File: src/verilog/eqac_pkg.sv
package eqac_pkg;

  localparam int LOOPS = 21;
  localparam int FIRST_LOOPS = 17;
  localparam int VAL_W = 8;
  localparam int CFG_W = 16;
  localparam int SYNC_W = 2 * LOOPS + 2;
  localparam logic [VAL_W-1:0] LOOP_INIT = 8'h00;
  localparam logic [VAL_W-1:0] ABSENT_VALUE = 8'h00;
  localparam logic SEL_FEEDBACK = 1'h0;
  localparam logic SEL_LINEAR = 1'h1;
  localparam int WORD_THIRD = 2;
  localparam int WORD_SECOND = 1;

  // Loop order: offset, linear low, linear high, gain, feedback low,
  // threshold, peak, then coefficients 2 to 15
  localparam int FIRST_HI [LOOPS] = '{15, 15, 13, 6, 15, 15, 15, 14, 14,
    13, 13, 13, 13, 13, 13, 13, 13, 13, 13, 13, 13};
  localparam int FIRST_LO [LOOPS] = '{9, 11, 9, 2, 11, 9, 9, 9, 9,
    9, 9, 9, 9, 9, 9, 9, 9, 9, 9, 9, 9};
  localparam int FIRST_WORD [LOOPS] = '{0, 0, 0, 2, 0, 0, 0, 0, 0,
    0, 0, 0, 0, 0, 0, 0, 0, 0, 0, 0, 0};
  localparam int LATER_HI [LOOPS] = '{15, 13, 13, 15, 15, 15, 15, 15, 15,
    15, 15, 15, 15, 15, 15, 15, 15, 13, 13, 13, 13};
  localparam int LATER_LO [LOOPS] = '{9, 9, 9, 11, 11, 8, 9, 10, 10,
    11, 11, 11, 11, 11, 11, 11, 11, 9, 9, 9, 9};
  localparam int LATER_WORD [LOOPS] = '{1, 1, 1, 1, 1, 1, 1, 1, 1,
    1, 1, 1, 1, 1, 1, 1, 1, 0, 0, 0, 0};
  // Both low-frequency loops read the one shared word pair
  localparam int WORD_SRC [LOOPS] = '{0, 1, 2, 3, 1, 5, 6, 7, 8,
    9, 10, 11, 12, 13, 14, 15, 16, 17, 18, 19, 20};
  localparam logic [LOOPS-1:0] LINEAR_PATH = 21'h000006;

  typedef enum logic [2:0] {
    EQAC_ADAPT = 3'h1,
    EQAC_FREEZE = 3'h2,
    EQAC_FORCE = 3'h4
  } eqac_mode_t;

  typedef enum logic [2:0] {
    EQAC_ST_CLEAR = 3'h1,
    EQAC_ST_FEEDBACK = 3'h2,
    EQAC_ST_LINEAR = 3'h4
  } eqac_state_t;

  typedef logic [CFG_W-1:0] eqac_word_t;
  typedef logic [VAL_W-1:0] eqac_value_t;

endpackage

File: src/verilog/eqac_loop_if.sv
`timescale 1ns/10ps
`default_nettype none
interface eqac_loop_if;
  import eqac_pkg::*;
  logic clear;
  eqac_mode_t mode;
  logic step;
  logic up;
  eqac_value_t force_value;
  eqac_value_t value;
  modport ctrl (output clear, mode, step, up, force_value, input value);
  modport loop (input clear, mode, step, up, force_value, output value);
endinterface
`default_nettype wire

File: src/verilog/eqac_sync.sv
`timescale 1ns/10ps
`default_nettype none
module eqac_sync #(
  parameter int WIDTH = 2
) (
  input wire logic clock,
  input wire logic rst,
  input wire logic ce,
  input wire logic [WIDTH-1:0] async_in,
  output logic [WIDTH-1:0] sync_out
);
  logic [WIDTH-1:0] stage1;
  logic [WIDTH-1:0] next_stage1;
  logic [WIDTH-1:0] next_sync_out;

  always_comb begin
    next_stage1 = ce ? async_in : stage1;
    next_sync_out = ce ? stage1 : sync_out;
  end

  // First stage feeds the second stage only
  always_ff @(posedge clock or posedge rst) begin
    if (rst) begin
      stage1 <= '0;
      sync_out <= '0;
    end else begin
      stage1 <= next_stage1;
      sync_out <= next_sync_out;
    end
  end
endmodule
`default_nettype wire

File: src/verilog/eqac_loop.sv
`timescale 1ns/10ps
`default_nettype none
module eqac_loop
  import eqac_pkg::*;
#(
  parameter int WIDTH = 5
) (
  input wire logic clock,
  input wire logic rst,
  input wire logic ce,
  eqac_loop_if.loop bus
);
  localparam logic [WIDTH-1:0] TOP = '1;
  logic [WIDTH-1:0] acc;
  logic [WIDTH-1:0] next_acc;

  always_comb begin
    next_acc = acc;
    if (ce) begin
      if (bus.clear) begin
        next_acc = LOOP_INIT[WIDTH-1:0];
      end else begin
        case (bus.mode)
          EQAC_FORCE: next_acc = bus.force_value[WIDTH-1:0];
          EQAC_FREEZE: next_acc = acc;
          EQAC_ADAPT: begin
            // Saturate rather than wrap; a wrap would swing the filter
            if (bus.step && bus.up && acc != TOP) begin
              next_acc = acc + 1'b1;
            end else if (bus.step && !bus.up && acc != '0) begin
              next_acc = acc - 1'b1;
            end
          end
          default: next_acc = acc;
        endcase
      end
    end
  end

  always_ff @(posedge clock or posedge rst) begin
    if (rst) begin
      acc <= LOOP_INIT[WIDTH-1:0];
    end else begin
      acc <= next_acc;
    end
  end

  assign bus.value = VAL_W'(acc);
endmodule
`default_nettype wire

File: src/verilog/eqac_top.sv
// Operation
// - Select 0 runs the feedback datapath, select 1 the linear datapath.
// - Adaptation reset clears both datapaths and restarts all adaptation.
// - Pair 00 adapts, 10 holds, x1 loads the configured override value.
// - Forced offset takes word bits 15:9, first word or second word.
// - Forced linear low gain takes 15:11 of word0, or 13:9 of word1.
// - Forced linear high gain takes 13:9 of word0, or of word1.
// - Forced gain control takes 6:2 of third word, or 15:11 of second.
// - Forced feedback low gain takes 15:11 of shared word0 or word1.
// - Forced threshold takes 15:9 of word0, or 15:8 of word1.
// - Forced peak takes 15:9 of word0, or of word1.
// - Forced coefficients 2, 3 take 14:9 of word0, or 15:10 of word1.
// - Forced coefficients 4 to 11 take 13:9 word0, or 15:11 word1.
// - Coefficients 12 to 15 exist on later variant only; 13:9 of word0.
`timescale 1ns/10ps
`default_nettype none
module eqac_top
  import eqac_pkg::*;
#(
  parameter bit LATER_VARIANT = 1'b1
) (
  input wire logic clock,
  input wire logic rst,
  input wire logic ce,
  input wire logic equalizer_type_select,
  input wire logic equalizer_adapt_reset,
  input wire logic offset_loop_freeze,
  input wire logic offset_loop_force,
  input wire logic linear_lowfreq_freeze,
  input wire logic linear_lowfreq_force,
  input wire logic linear_highfreq_freeze,
  input wire logic linear_highfreq_force,
  input wire logic feedback_gain_freeze,
  input wire logic feedback_gain_force,
  input wire logic feedback_lowfreq_freeze,
  input wire logic feedback_lowfreq_force,
  input wire logic threshold_loop_freeze,
  input wire logic threshold_loop_force,
  input wire logic peak_loop_freeze,
  input wire logic peak_loop_force,
  input wire logic coeff2_freeze,
  input wire logic coeff2_force,
  input wire logic coeff3_freeze,
  input wire logic coeff3_force,
  input wire logic coeff4_freeze,
  input wire logic coeff4_force,
  input wire logic coeff5_freeze,
  input wire logic coeff5_force,
  input wire logic coeff6_freeze,
  input wire logic coeff6_force,
  input wire logic coeff7_freeze,
  input wire logic coeff7_force,
  input wire logic coeff8_freeze,
  input wire logic coeff8_force,
  input wire logic coeff9_freeze,
  input wire logic coeff9_force,
  input wire logic coeff10_freeze,
  input wire logic coeff10_force,
  input wire logic coeff11_freeze,
  input wire logic coeff11_force,
  input wire logic coeff12_freeze,
  input wire logic coeff12_force,
  input wire logic coeff13_freeze,
  input wire logic coeff13_force,
  input wire logic coeff14_freeze,
  input wire logic coeff14_force,
  input wire logic coeff15_freeze,
  input wire logic coeff15_force,
  input wire eqac_pkg::eqac_word_t cfg_word0 [eqac_pkg::LOOPS],
  input wire eqac_pkg::eqac_word_t cfg_word1 [eqac_pkg::LOOPS],
  input wire eqac_pkg::eqac_word_t gain_cfg_word2,
  input wire logic adapt_strobe,
  input wire logic [eqac_pkg::LOOPS-1:0] adapt_up,
  output eqac_pkg::eqac_value_t loop_value [eqac_pkg::LOOPS],
  output logic linear_path_active,
  output logic adapt_clearing,
  output logic restart_pending
);
  import eqac_pkg::*;

  function automatic eqac_mode_t pair_mode(input logic freeze,
                                           input logic force_en);
    if (force_en) begin
      pair_mode = EQAC_FORCE;
    end else if (freeze) begin
      pair_mode = EQAC_FREEZE;
    end else begin
      pair_mode = EQAC_ADAPT;
    end
  endfunction

  function automatic eqac_value_t pick_field(input eqac_word_t word,
                                             input int hi,
                                             input int lo);
    eqac_word_t shifted;
    eqac_word_t mask;
    shifted = word >> lo;
    mask = 16'hFFFF >> (15 - (hi - lo));
    pick_field = VAL_W'(shifted & mask);
  endfunction

  logic [LOOPS-1:0] freeze_raw;
  logic [LOOPS-1:0] force_raw;
  logic [LOOPS-1:0] freeze_s;
  logic [LOOPS-1:0] force_s;
  logic select_s;
  logic reset_s;
  logic [SYNC_W-1:0] sync_bus;

  assign freeze_raw = {coeff15_freeze, coeff14_freeze, coeff13_freeze,
    coeff12_freeze, coeff11_freeze, coeff10_freeze, coeff9_freeze,
    coeff8_freeze, coeff7_freeze, coeff6_freeze, coeff5_freeze,
    coeff4_freeze, coeff3_freeze, coeff2_freeze, peak_loop_freeze,
    threshold_loop_freeze, feedback_lowfreq_freeze, feedback_gain_freeze,
    linear_highfreq_freeze, linear_lowfreq_freeze, offset_loop_freeze};
  assign force_raw = {coeff15_force, coeff14_force, coeff13_force,
    coeff12_force, coeff11_force, coeff10_force, coeff9_force,
    coeff8_force, coeff7_force, coeff6_force, coeff5_force,
    coeff4_force, coeff3_force, coeff2_force, peak_loop_force,
    threshold_loop_force, feedback_lowfreq_force, feedback_gain_force,
    linear_highfreq_force, linear_lowfreq_force, offset_loop_force};

  eqac_sync #(
    .WIDTH(SYNC_W)
  ) u_sync (
    .clock(clock),
    .rst(rst),
    .ce(ce),
    .async_in({equalizer_type_select, equalizer_adapt_reset, freeze_raw,
      force_raw}),
    .sync_out(sync_bus)
  );

  assign select_s = sync_bus[SYNC_W-1];
  assign reset_s = sync_bus[SYNC_W-2];
  assign freeze_s = sync_bus[2*LOOPS-1:LOOPS];
  assign force_s = sync_bus[LOOPS-1:0];

  eqac_state_t state;
  eqac_state_t next_state;
  logic pending;
  logic next_pending;

  // A select change without a reset keeps adapting on stale state,
  // so it is flagged until the controller pulses the reset
  always_comb begin
    next_state = state;
    next_pending = pending;
    if (ce) begin
      if (reset_s) begin
        next_state = EQAC_ST_CLEAR;
        next_pending = 1'b0;
      end else begin
        case (state)
          EQAC_ST_CLEAR: begin
            next_state = (select_s == SEL_LINEAR) ? EQAC_ST_LINEAR
                                                  : EQAC_ST_FEEDBACK;
          end
          EQAC_ST_FEEDBACK: begin
            if (select_s == SEL_LINEAR) begin
              next_state = EQAC_ST_LINEAR;
              next_pending = 1'b1;
            end
          end
          EQAC_ST_LINEAR: begin
            if (select_s == SEL_FEEDBACK) begin
              next_state = EQAC_ST_FEEDBACK;
              next_pending = 1'b1;
            end
          end
          default: next_state = EQAC_ST_CLEAR;
        endcase
      end
    end
  end

  always_ff @(posedge clock or posedge rst) begin
    if (rst) begin
      state <= EQAC_ST_CLEAR;
      pending <= 1'b0;
    end else begin
      state <= next_state;
      pending <= next_pending;
    end
  end

  assign linear_path_active = (state == EQAC_ST_LINEAR);
  assign adapt_clearing = (state == EQAC_ST_CLEAR);
  assign restart_pending = pending;

  eqac_loop_if lif [LOOPS] ();

  for (genvar i = 0; i < LOOPS; i++) begin : g_loop
    localparam bit PRESENT = LATER_VARIANT || (i < FIRST_LOOPS);
    localparam int HI = LATER_VARIANT ? LATER_HI[i] : FIRST_HI[i];
    localparam int LO = LATER_VARIANT ? LATER_LO[i] : FIRST_LO[i];
    localparam int WSEL = LATER_VARIANT ? LATER_WORD[i] : FIRST_WORD[i];
    localparam int WIDTH = HI - LO + 1;
    localparam logic ON_LINEAR = LINEAR_PATH[i];
    eqac_word_t word;
    logic path_live;

    always_comb begin
      if (WSEL == WORD_THIRD) begin
        word = gain_cfg_word2;
      end else if (WSEL == WORD_SECOND) begin
        word = cfg_word1[WORD_SRC[i]];
      end else begin
        word = cfg_word0[WORD_SRC[i]];
      end
    end

    // Loops of the idle path keep their value for a later switch back
    assign path_live = ON_LINEAR ? (state == EQAC_ST_LINEAR)
                                 : (state == EQAC_ST_FEEDBACK);
    assign lif[i].clear = (state == EQAC_ST_CLEAR);
    assign lif[i].mode = PRESENT ? pair_mode(freeze_s[i], force_s[i])
                                 : EQAC_FORCE;
    assign lif[i].step = adapt_strobe && path_live;
    assign lif[i].up = adapt_up[i];
    assign lif[i].force_value = PRESENT ? pick_field(word, HI, LO)
                                        : ABSENT_VALUE;

    eqac_loop #(
      .WIDTH(WIDTH)
    ) u_loop (
      .clock(clock),
      .rst(rst),
      .ce(ce),
      .bus(lif[i].loop)
    );

    assign loop_value[i] = lif[i].value;
  end
endmodule
`default_nettype wire

File: config.mk
export PLATFORM = sky130hd
export DESIGN_NAME = eqac_top
export DESIGN_NICKNAME = d
export VERILOG_FILES = /design/src/verilog/eqac_pkg.sv /design/src/verilog/eqac_loop_if.sv /design/src/verilog/eqac_sync.sv /design/src/verilog/eqac_loop.sv /design/src/verilog/eqac_top.sv
export SDC_FILE = /design/constraint.sdc
export NUM_CORES = 1
export LEC_CHECK = 0
export BUFFER_PORTS_ARGS = -buffer_cell sky130_fd_sc_hd__buf_2
export CAP_MARGIN = 15
export CORE_AREA = 5 5 354 356
export DETAILED_ROUTE_END_ITERATION = 16
export DIE_AREA = 0 0 359 361
export GPL_ROUTABILITY_DRIVEN = 0
export PLACE_DENSITY_LB_ADDON = 0.2
export SKIP_CTS_REPAIR_TIMING = 1
export SLEW_MARGIN = 20
export SYNTH_ARGS = -nofsm -noshare
export SYNTH_HDL_FRONTEND = slang
export SYNTH_HIERARCHICAL = 1
export SYNTH_SLANG_ARGS = --single-unit
File: constraint.sdc
create_clock -name clock -period 9.3 [get_ports clock]
set_input_delay 0.465 -clock clock [delete_from_list [all_inputs] [get_ports clock]]
set_output_delay 0.465 -clock clock [all_outputs]
set_load 0.005 [all_outputs]
==> run metrics <==
crit end category=flop; Skew-Pair Late Insertion Delay=0.56 ns; # clock sinks=between 200 and 250; drt first-iter violations=572; H-tree depth=2; total gr overflow=0; Worst-path clk slew=0.06 ns; detailed placement HPWL=49930 um; CP Class=flop to flop; Crit Path Max Fanout=35; Slew Viols, Final=0; mean post-synth cell area=9.481 um2; row count=128; LEAKAGE=~0.009 uW; Max-cap violations=0; GRT Overall Usage=0.09545; cells after synthesis=1659; met3 routed WL=7261 um; Final Instance Area=20100 um2; wire length of the first global-routing pass=93950 um; Layout Nets=between 2000 and 3000; TritonCTS clock tree=yes; post-placement cell count=3551; Routed WL per cell=17.50 um; top sig layer=met5; M1 wire length=27550 um; Worst Tran Pin Value=between 0.9 and 1 ns; Final Setup Violations=0; CTS Buf Count=34; Final Hold Viols=0; Synth Warn #=6; Worst Path Arrival=approximately 4.2 ns; CORE AREA=121400 um2; Max clock buf depth=3; crit path cell chain=nand2b_1, nor3b_2, buf_4, buf_4, o211ai_1, fa_1, a21o_1, a211oi_1, or3_1, nand3_1, mux2_2; die area=129600 um2; Via-to-Cell Ratio=between 3 and 4; DRC=0; Antenna Nets Post-Route=0; Die Span Y=361 um; Worst Skew=approximately 0.028 ns; final worst path period share=0.4060; Critical R2R Launch=state[1]; Starting Density=0.1296; pin count of the biggest net entering global routing=52; DR vias=13370; vias in the first global route=roughly 14000; Ports=928; WP data required=9.74 ns; area delta synth->final=27.79%; TNS Setup=0 ns; 1st-pass router iterations=4; Rel. slew slack=0.3583; Slowest Stage Delay on Critical Path=0.55 ns; share of cells above drive strength 1=0.2997; Root Driver=clkbuf_16; most used cell along the critical path=buf_4; status=finished clean; CP top delay family=compound AO/OA/AOI/OAI gates; post-route insts no fill=3628; crit start category=flop; IO Port Bufs=296; Slowest-stage cell, CP=fa_1; R2R depth=11; FF-to-FF End=g_loop[5].u_loop/bus.value[6]; Fill cells=13820; Max Freq=~260 MHz; initial antenna violation count=52; Worst Path Buf+Inv=2; Power Density=255.9 nW/um2; RSZ-0062 raised after global routing=no; WL final=63490 um; WP depth=11; Netlist Area Pre-Place=~16000 um2; min-delay worst type=input port to async pin; worst vdd ir=0.00009921 V; met2 wire length=26980 um; dpl cell area=18910 um2; minimum clock period=roughly 3.8 ns; reg2reg setup slack=approximately 5.5 ns; chip width=about 360 um
[registers in the layout, summed over array words and instances (netlist names)]
| name | flops |
|---|---|
| u_sync/sync_out | 44 |
| u_sync/stage1 | 44 |
| state | 3 |
| restart_pending | 1 |
| g_loop.u_loop/bus.value | 8 |
| g_loop.u_loop/acc | 106 |
[final cells by class]
type	count	area, um2	share of cell area
Multi-Input combinational cell	1294	9691	0.4821
Timing Repair Buffer	308	1580	0.07862
Clock inverter	7	110.1	0.005478
Inverter	118	445.4	0.02216
Clock buffer	52	1040	0.05173
Sequential cell	206	5156	0.2565
Antenna cell	18	45.04	0.002241
Tap cell	1625	2033	0.1012
[per-stage QoR]
step,power [uW],setup WS (ns),util,hold WS [ns]
floorplan,3048,2.142,-,0.2304
global placement,3892,5.432,0.1557,0.4899
detailed placement,3866,5.459,0.1557,0.4878
CTS,5290,5.418,0.1652,0.02948
global route,5637,5.187,0.1653,0.07211
finish,5143,5.524,0.1656,0.05449
[worst max path at each step]
| stage | start | end | slack, ns |
|---|---|---|---|
| global placement | state[1] | g_loop[5].u_loop/bus.value[6] | 5.43 |
| global route | state[1] | g_loop[5].u_loop/bus.value[6] | 5.19 |
| finish | state[1] | g_loop[5].u_loop/bus.value[6] | 5.52 |
| CTS | state[1] | g_loop[5].u_loop/bus.value[6] | 5.42 |
| floorplan | state[0] | g_loop[5].u_loop/bus.value[6] | 2.14 |
| detailed placement | state[1] | g_loop[5].u_loop/bus.value[6] | 5.46 |
[report_power, final]
group | switching [uW] | internal (uW)
sequential | 393 | 1120
clock | 516 | 827
combinational | 1260 | 1030
[cell usage in the layout, fill, tap and decap left out, drive strengths merged, types with 56 or more instances in the layout]
cell / n
buf: 307
dfrtp: 205
nand2: 136
inv: 120
nor2: 120
mux2: 89
o21ai: 82
a21oi: 76
ha: 75
xor2: 63
a22o: 59
nand2b: 56
[worst register-to-register path, stage by stage (launching register included)]
cell	delay [ns]
dfrtp_1	0.49
nand2b_1	0.16
nor3b_2	0.25
buf_4	0.25
buf_4	0.46
o211ai_1	0.50
fa_1	0.55
a21o_1	0.19
a211oi_1	0.30
or3_1	0.16
nand3_1	0.07
mux2_2	0.26
[per-layer routing]
layer | track usage | vias up
li1 | - | 6569
met1 | 0.1174 | 6291
met2 | 0.1446 | 375
met3 | 0.05408 | 109
met4 | 0.02278 | 26
met5 | 0 | -
No activity file was read; power rests on OpenSTA's default activity.
